### src/pmid_regs.svh
// register codes, field positions, fixed values and timing for the identity/scratch bank
`ifndef PMID_REGS_SVH
`define PMID_REGS_SVH

// ==========================================================================
// command codes
`define PMID_CMD_PROTO_FLAGS    8'h19
`define PMID_CMD_PROTO_REV      8'h98
`define PMID_CMD_TOOL_A         8'hb0
`define PMID_CMD_TOOL_PAGED     8'hb1
`define PMID_CMD_OEM            8'hb2
`define PMID_CMD_SCRATCH_PAGED  8'hb3
`define PMID_CMD_SCRATCH_SHARED 8'hb4
`define PMID_CMD_INFO           8'hb6
`define PMID_CMD_VENDOR_RSV     8'hbc
`define PMID_CMD_MAKER_ID       8'he7
`define PMID_CMD_LOT            8'he8

// ==========================================================================
// fixed field values of the protocol-support byte
`define PMID_CAP_PEC_BIT        7
`define PMID_CAP_SCL_LSB        5
`define PMID_CAP_SCL_400K       2'h1
`define PMID_CAP_ALERT_BIT      4
`define PMID_PROTO_FLAGS_VAL    8'hb0
`define PMID_PROTO_REV_VAL      8'h11

// ==========================================================================
// information word and scratch reset values
`define PMID_INFO_ECC_BIT       5
`define PMID_SCRATCH_RESET      16'h0000
// arbitrary neutral identity value, not any real maker code
`define PMID_MAKER_ID_VAL       16'h5a5a

// ==========================================================================
// timing: cycles for an answer, one clock at 40 MHz
`define PMID_READ_LATENCY       1

`endif

### src/pmid_pkg.sv
// types shared by the identity/scratch register bank
package pmid_pkg;

  // command port request from the bus protocol engine
  typedef struct packed {
    logic       rd;
    logic       wr;
    logic [7:0] code;
    logic [15:0] wdata;
    logic       page;
  } pmid_req_s;

  // answer back to the protocol engine
  typedef struct packed {
    logic        valid;
    logic        hit;
    logic [15:0] rdata;
  } pmid_rsp_s;

  // non-volatile image port (eeprom controller side)
  typedef struct packed {
    logic        load;
    logic        ecc_ok;
    logic [15:0] tool_a;
    logic [15:0] tool_p0;
    logic [15:0] tool_p1;
    logic [15:0] oem;
    logic [15:0] scr_p0;
    logic [15:0] scr_p1;
    logic [15:0] scr_sh;
    logic [7:0]  lot0;
    logic [7:0]  lot1;
  } pmid_nvm_s;

endpackage

### src/pmid_page_word.sv
// one paged 16-bit word: a copy per channel, selected by the page
`timescale 1ns/1ps
`default_nettype none

`include "pmid_regs.svh"

module pmid_page_word
  import pmid_pkg::*;
(
  // clock and reset
  input  wire logic        clock,
  input  wire logic        nrst,
  // access
  input  wire logic        wr,
  input  wire logic        page,
  input  wire logic [15:0] wdata,
  // bulk load from non-volatile image
  input  wire logic        load,
  input  wire logic [15:0] load_p0,
  input  wire logic [15:0] load_p1,
  // selected copy
  output logic      [15:0] rdata
);

  typedef struct packed {
    logic [15:0] ch0;
    logic [15:0] ch1;
  } pmid_pw_s;

  pmid_pw_s st_reg;
  pmid_pw_s st_next;

  // next state: a bulk load wins over a host write in the same cycle
  always_comb begin
    st_next = st_reg;
    if (load) begin
      st_next.ch0 = load_p0;
      st_next.ch1 = load_p1;
    end else if (wr) begin
      if (page) st_next.ch1 = wdata;
      else      st_next.ch0 = wdata;
    end
  end

  // state register
  always_ff @(posedge clock) begin
    if (!nrst) begin
      st_reg <= '{ch0: `PMID_SCRATCH_RESET, ch1: `PMID_SCRATCH_RESET};
    end else begin
      st_reg <= st_next;
    end
  end

  assign rdata = page ? st_reg.ch1 : st_reg.ch0;

endmodule
`default_nettype wire

### src/pmid_bank.sv
// identification, information and scratchpad register bank of the supply manager
`timescale 1ns/1ps
`default_nettype none

`include "pmid_regs.svh"

module pmid_bank
  import pmid_pkg::*;
(
  // clock and reset
  input  wire logic      clock,
  input  wire logic      nrst,
  // command port from the protocol engine
  input  wire pmid_req_s req,
  output pmid_rsp_s      rsp,
  // non-volatile image and restore strobe
  input  wire pmid_nvm_s nvm,
  input  wire logic      restore_all
);

  // ========================================================================
  // state
  typedef struct packed {
    logic [15:0] tool_a;
    logic [15:0] oem;
    logic [15:0] scr_sh;
    logic [15:0] vnd0;
    logic [15:0] vnd1;
    logic [7:0]  lot0;
    logic [7:0]  lot1;
    logic        ecc_ok;
    logic        info_stale;
    pmid_rsp_s   rsp;
  } pmid_st_s;

  pmid_st_s st_reg;
  pmid_st_s st_next;

  logic [15:0] tool_p_rd;
  logic [15:0] scr_p_rd;
  logic        load_any;

  // ========================================================================
  // helpers
  function automatic logic is_code(input logic [7:0] c, input logic [7:0] k);
    is_code = (c == k);
  endfunction

  // constant capability byte built from its fields
  function automatic logic [7:0] cap_byte();
    logic [7:0] b;
    b = 8'h00;
    b[`PMID_CAP_PEC_BIT] = 1'b1;
    b[`PMID_CAP_SCL_LSB +: 2] = `PMID_CAP_SCL_400K;
    b[`PMID_CAP_ALERT_BIT] = 1'b1;
    cap_byte = b;
  endfunction

  // bulk read of the eeprom image also counts as a restore
  assign load_any = nvm.load | restore_all;

  // ========================================================================
  // paged eeprom-backed words
  pmid_page_word u_tool_paged (
    .clock   (clock),
    .nrst    (nrst),
    .wr      (req.wr && is_code(req.code, `PMID_CMD_TOOL_PAGED)),
    .page    (req.page),
    .wdata   (req.wdata),
    .load    (load_any),
    .load_p0 (nvm.tool_p0),
    .load_p1 (nvm.tool_p1),
    .rdata   (tool_p_rd)
  );

  pmid_page_word u_scratch_paged (
    .clock   (clock),
    .nrst    (nrst),
    .wr      (req.wr && is_code(req.code, `PMID_CMD_SCRATCH_PAGED)),
    .page    (req.page),
    .wdata   (req.wdata),
    .load    (load_any),
    .load_p0 (nvm.scr_p0),
    .load_p1 (nvm.scr_p1),
    .rdata   (scr_p_rd)
  );

  // ========================================================================
  // next state
  always_comb begin
    st_next = st_reg;
    st_next.rsp = '0;
    // image load: refreshes backed words, lot bytes and info word
    if (load_any) begin
      st_next.tool_a     = nvm.tool_a;
      st_next.oem        = nvm.oem;
      st_next.scr_sh     = nvm.scr_sh;
      st_next.lot0       = nvm.lot0;
      st_next.lot1       = nvm.lot1;
      st_next.ecc_ok     = nvm.ecc_ok;
      st_next.info_stale = 1'b0;
    end else if (st_reg.info_stale) begin
      // first cycle after power-on: take the image status
      st_next.ecc_ok     = nvm.ecc_ok;
      st_next.lot0       = nvm.lot0;
      st_next.lot1       = nvm.lot1;
      st_next.info_stale = 1'b0;
    end else if (req.wr) begin
      // read-only codes ignore writes; load beats a same-cycle write
      case (req.code)
        `PMID_CMD_TOOL_A:         st_next.tool_a = req.wdata;
        `PMID_CMD_OEM:            st_next.oem    = req.wdata;
        `PMID_CMD_SCRATCH_SHARED: st_next.scr_sh = req.wdata;
        `PMID_CMD_VENDOR_RSV: begin
          if (req.page) st_next.vnd1 = req.wdata;
          else          st_next.vnd0 = req.wdata;
        end
        default: ;
      endcase
    end
    // read answer, one cycle after the request
    if (req.rd) begin
      st_next.rsp.valid = 1'b1;
      st_next.rsp.hit   = 1'b1;
      case (req.code)
        `PMID_CMD_PROTO_FLAGS:    st_next.rsp.rdata = {8'h00, cap_byte()};
        `PMID_CMD_PROTO_REV:      st_next.rsp.rdata = {8'h00, `PMID_PROTO_REV_VAL};
        `PMID_CMD_MAKER_ID:       st_next.rsp.rdata = `PMID_MAKER_ID_VAL;
        `PMID_CMD_LOT:            st_next.rsp.rdata =
                                    {8'h00, req.page ? st_reg.lot1 : st_reg.lot0};
        `PMID_CMD_INFO: begin
          st_next.rsp.rdata = 16'h0000;
          st_next.rsp.rdata[`PMID_INFO_ECC_BIT] = st_reg.ecc_ok;
        end
        `PMID_CMD_TOOL_A:         st_next.rsp.rdata = st_reg.tool_a;
        `PMID_CMD_TOOL_PAGED:     st_next.rsp.rdata = tool_p_rd;
        `PMID_CMD_OEM:            st_next.rsp.rdata = st_reg.oem;
        `PMID_CMD_SCRATCH_PAGED:  st_next.rsp.rdata = scr_p_rd;
        `PMID_CMD_SCRATCH_SHARED: st_next.rsp.rdata = st_reg.scr_sh;
        `PMID_CMD_VENDOR_RSV:     st_next.rsp.rdata =
                                    req.page ? st_reg.vnd1 : st_reg.vnd0;
        default: begin
          // unknown code: answer with a miss so the engine can nack
          st_next.rsp.hit   = 1'b0;
          st_next.rsp.rdata = 16'h0000;
        end
      endcase
    end
  end

  // ========================================================================
  // state register
  always_ff @(posedge clock) begin
    if (!nrst) begin
      st_reg            <= '0;
      st_reg.scr_sh     <= `PMID_SCRATCH_RESET;
      st_reg.ecc_ok     <= 1'b1;
      st_reg.info_stale <= 1'b1;
    end else begin
      st_reg <= st_next;
    end
  end

  assign rsp = st_reg.rsp;

endmodule
`default_nettype wire

### config.mk
export PLATFORM = sky130hd
export DESIGN_NAME = pmid_bank
export DESIGN_NICKNAME = d
export VERILOG_FILES = /design/src/pmid_pkg.sv /design/src/pmid_page_word.sv /design/src/pmid_bank.sv
export VERILOG_INCLUDE_DIRS = /design/src
export SDC_FILE = /design/constraint.sdc
export NUM_CORES = 1
export LEC_CHECK = 0
export BUFFER_PORTS_ARGS = -buffer_cell sky130_fd_sc_hd__buf_2
export CORE_AREA = 5 5 132 134
export DETAILED_ROUTE_END_ITERATION = 7
export DIE_AREA = 0 0 137 139
export HOLD_SLACK_MARGIN = 0.02
export PLACE_DENSITY_LB_ADDON = 0.1
export REMOVE_ABC_BUFFERS = 1
export SYNTH_ARGS = -nofsm -noshare
export SYNTH_HDL_FRONTEND = slang
export SYNTH_HIERARCHICAL = 1
export SYNTH_SLANG_ARGS = --single-unit
export TNS_END_PERCENT = 10
### constraint.sdc
create_clock -name clock -period 2.8 [get_ports clock]
set_input_delay 0.28 -clock clock [delete_from_list [all_inputs] [get_ports clock]]
set_output_delay 0.28 -clock clock [all_outputs]
set_load 0.01 [all_outputs]
Yosys cells after proc, flatten, opt, wreduce, memory -nomap -nowiden
Index checks and enable logic that the tools add are counted.
{"block": "word_totals", "elab_cells": 78, "ff_bits": 180, "mem_bits_ro": 0, "in_bits": 160, "mem_bits_rw": 0, "memories": 0, "latchBits": 0}
{"block": "op_classes", "n_eq_ne": 13, "addsub": 0, "reduce_logical": 21, "mux": 24, "n_bitwise": 4, "n_lt_le_gt_ge": 0, "shifts": 0, "n_mul": 0, "div_mod_pow": 0}
{"op": "16-bit case mux with 11 select lines", "count": 1}
{"op": "16-bit 2-to-1 mux", "count": 10}
{"op": "32-bit 2-to-1 mux", "count": 5}
{"op": "80-bit 2-to-1 mux", "count": 2}
{"op": "8-bit == test, second input constant", "count": 10}
{"op": "18-bit 2-to-1 mux", "count": 3}
{"op": "48-bit 2-to-1 mux", "count": 1}
{"op": "2-bit nonzero test", "count": 8}
{"op": "11-bit OR reduction", "count": 1}
{"op": "2-bit AND reduction", "count": 5}
{"op": "5-bit AND reduction", "count": 2}
{"op": "3-bit AND reduction", "count": 3}
{"op": "8-bit by 5-bit == test with 1-bit output, second input constant", "count": 1}
{"op": "8-bit 2-to-1 mux", "count": 1}
{"op": "2-bit by 1-bit != test with 1-bit output, second input constant", "count": 2}
{"op": "1-bit inverter", "count": 3}
{"op": "1-bit logical AND", "count": 2}
{"op": "1-bit 2-to-1 mux", "count": 1}
{"op": "1-bit bitwise OR", "count": 1}

Logic depth before layout (Yosys ltp)
{"block": "logic_depth", "depth_word": 5, "ltp_mapped": 10}

Hierarchy
The synthesis kept the hierarchy.
{"module": "pmid_bank", "area_per_inst_um2": 5481.5, "instances": 1, "cells_each": 621, "seq_area_each_um2": 2322.2}
{"module": "pmid_page_word", "area_per_inst_um2": 1594.0, "instances": 2, "cells_each": 162, "seq_area_each_um2": 640.6}

Worst setup path before layout
Ideal clock, no wire load.
{"block": "synth_path", "path_kind": "input to register", "start": "input req[22] (netlist bit)", "end": "register u_tool_paged/st_reg[16] (netlist bit)", "t_arrival_ps": 1982, "stages": 10, "slack_ps": 685, "required_time_ps": 2667, "setup_time_ps": 133, "cell_sequence": "clkbuf_2 > and4bb_2 > nand2_1 > clkbuf_1 > nor3b_1 > nor2b_2 > buf_6 > buf_8 > mux2i_1 > a21oi_1"}
{"block": "synth_via", "elab_chain_cells": 4}
{"element": "start, declared", "line_no": "pmid_bank.sv:14", "source": "input wire pmid_req_s req,"}
{"element": "8-bit == test", "line_no": "pmid_bank.sv:46", "source": "is_code = (c == k);"}
{"element": "1-bit logical AND", "line_no": "pmid_bank.sv:67", "source": ".wr (req.wr && is_code(req.code, `PMID_CMD_TOOL_PAGED)),"}
{"element": "2-bit nonzero test (no line)"}
{"element": "2-bit AND reduction (no line)"}
{"element": "end signal, assigned", "line_no": "pmid_page_word.sv:48", "source": "st_reg <= '{ch0: `PMID_SCRATCH_RESET, ch1: `PMID_SCRATCH_RESET};"}
{"element": "end signal, assigned", "line_no": "pmid_page_word.sv:50", "source": "st_reg <= st_next;"}
{"element": "end, declared", "line_no": "pmid_page_word.sv:30", "source": "pmid_pw_s st_reg;"}
No other way between the ends.
A chain may end at the register's enable or synchronous reset.

==> results.ini <==
[yosys]
async_flop_share_pct=0
synth_top_area_share_pct=41.6
synthCells=945
yosys.area.top_type=dfxtp_1
synth_area_leaders=dfxtp_1 (42%), mux2i_1 (15%), a21oi_1 (6.5%)
ys.warnings.count=6
ys_types=55
synth-seq-area-share_pct=41.6
ys.flop_type=dfxtp_1
avgSynthCellArea_um2=9.17
synth_edf_count=0
ys_seq_elements=180
synth_area_mm2=0.00867

[grt]
grt_usage_pct=26.6
grt_pass1_wl_um=39600
grtUsageMet2_pct=41.4
grt_most_used_layer=met2
grt_max_degree=65
grt_antenna_before_repair=1
grt_pass1_vias=7488
use_met3_pct=5.30
grt_util_met1_pct=36.4
grt.overflow.total=0

[setup_path]
r2r-end=st_reg[105]$_SDFFE_PN0P_
cp-end-kind=flop
path_max_fanout=15
crit_required_ps=3160
criticalPathCategory=primary input to flop
cp.arrival_ps=2510
crit_start=restore_all
r2r_start=st_reg[18]$_SDFF_PN1_
critPathMaxStageDelay_ps=770
crit_slowest_cell=a21oi_2
crit_chain=buf_2 -> nor2_2 -> clkinv_1 -> buf_4 -> a21oi_2 -> a222oi_1 -> nor2_1
r2r_setup_slack_ps=670
r2r_cells=5
start_kind=primary input

[hold_path]
min_path_cells=3
hold_path_class=primary input to flop
min_to=st_reg[19]$_SDFFE_PN1P_
hold_start=nvm[128]

[timing]
rsz0062_at_grt=false
worst_pin_slew_ps=1110
finalHoldViolCount=0
finalSetupViolCount=0
finalCriticalPeriod_ps=2140
clock_skew_ps=7.64
worst_slack_ps=657
relSlewSlack_pct=26.3
slew_violations=0
finalCritPeriodShare_pct=76.5
fmax_mhz=467
hold_slack_ps=76.6

[clocking]
cts_resized=0
postCtsSetupRepairBufs=0
cts_hold_buffers=0
clock_latency_ps=430
clockBufferDepth=2
root_buffer=clkbuf_16
clock_sinks=180
cts.htree.levels=4
clk_pin_slew_worst_paths_ps=70
numCtsBuffers=17
cts_tree=done

[die]
die_h_um=139
core-area_mm2=0.0162
num_rows=47
die-area_mm2=0.0190
die_w_um=137
pin_count=178
start_util_pct=53.6

[cells_and_area]
layout-drive-gt1-share_pct=27.3
syn_to_final_growth_pct=16.5
multi_input_area_mm2=0.00446
fin_area_mm2=0.0101
fillers=1458
layout_common_cells=dfxtp_1 (180), buf_2 (177), mux2i_1 (133), a21oi_1 (111), nor2_1 (90)
largest_reg_flops=98
final_common_cell=dfxtp_1
stdcell_count=1314
fin_nets=1240
final-seq-area_mm2=0.00360

[drt]
detail-route-antenna-nets=0
vias=7750
firstDrtPassIters=8
drc_errors=0
finalWirelength_um=25900
routedWlPerCell_um=19.7
vias_per_cell=5.90
drtIter0Drc=885

[power_and_ir_drop]
p_total_mw=5.70
p_int_mw=4.28
seqPwrFrac_pct=48.3
p_leak_nw=4.18
ir_drop_uv=473
swShare_pct=24.8
p_clk_share_pct=40.7
p_sw_mw=1.42
p_per_area_mw_per_mm2=564
p_comb_share_pct=11.0

[place]
place_area_mm2=0.00953
dp_cells=1281
post-dp-hpwl_um=17500
port-buffer-count=177
globalplace.congestion=0.913
dp_slack_ps=365

[run_status]
status=finished, final reports clean

[job]
cap_violations=0

## how the worst max path moves through the flow
stage	to	slack, ps	cells after the start
after floorplan	st_reg[52]$_SDFFE_PN0P_	-1360	6
after global placement	st_reg[85]$_SDFFE_PN0P_	410	7
after detailed placement	st_reg[95]$_SDFFE_PN0P_	370	7
after CTS	st_reg[105]$_SDFFE_PN0P_	730	5
after global routing	st_reg[84]$_SDFFE_PN0P_	570	5
final	st_reg[84]$_SDFFE_PN0P_	660	7
## final cells by class
cell class,count,area share [%]
well taps,220,2.72
inverters,6,0.223
diodes,1,0.0248
multi-input cells,665,44.2
repair buffers,210,11.6
clock inverters,9,0.768
flip-flops and latches,180,35.7
clock buffers,23,4.83
## cells by family after synthesis
group           after synthesis  synth area share (%)
compound gates              277                  19.1
mux                         172                  20.4
xor+xnor                      1                 0.101
flops                       180                  41.6
buf+inv                     100                  7.19
simple gates                215                  11.6
## worst max-delay path, delay by kind of cell
family,cells,cell delay (ps)
and+or+nand+nor,2,300
buffers and inverters,3,890
AOI/OAI and AO/OA,2,1040
## metal layers
| metal | up-vias | part of all wire (%) |
|---|---|---|
| met3 | 42 | 7.4 |
| li1 | 3700 | - |
| met1 | 3679 | 45 |
| met2 | 329 | 45 |
| met5 | - | 0 |
| met4 | 0 | 2.7 |
## metrics by stage
stage          util, %  TNS (ps)
2_1_floorplan        -   -113570
3_3_place_gp      59.0         0
3_5_place_dp      59.0         0
4_1_cts           62.5         0
5_1_grt           62.5         0
6_report          62.5         0
## Yosys cell counts, types with 4 or more instances
master,n
dfxtp_1,180
mux2i_1,133
a21oi_1,113
nor2_1,91
nand2_1,84
o21ai_0,84
clkbuf_1,48
mux2_2,39
a222oi_1,31
a31oi_1,18
buf_4,18
a221oi_1,12
buf_2,8
o211ai_1,7
buf_6,6
nand3_1,5
o22ai_1,5
buf_8,4
## power groups by stage
stage	Combinational, mW	Clock, mW	Sequential [mW]
global route	0.692	2.44	2.77
detailed placement	0.622	0	2.81
global placement	0.617	0	2.80
floorplan	0.313	0	2.79
CTS	0.626	2.33	2.75
finish	0.628	2.32	2.75
Note: power is estimated with default switching activity, not from simulation.
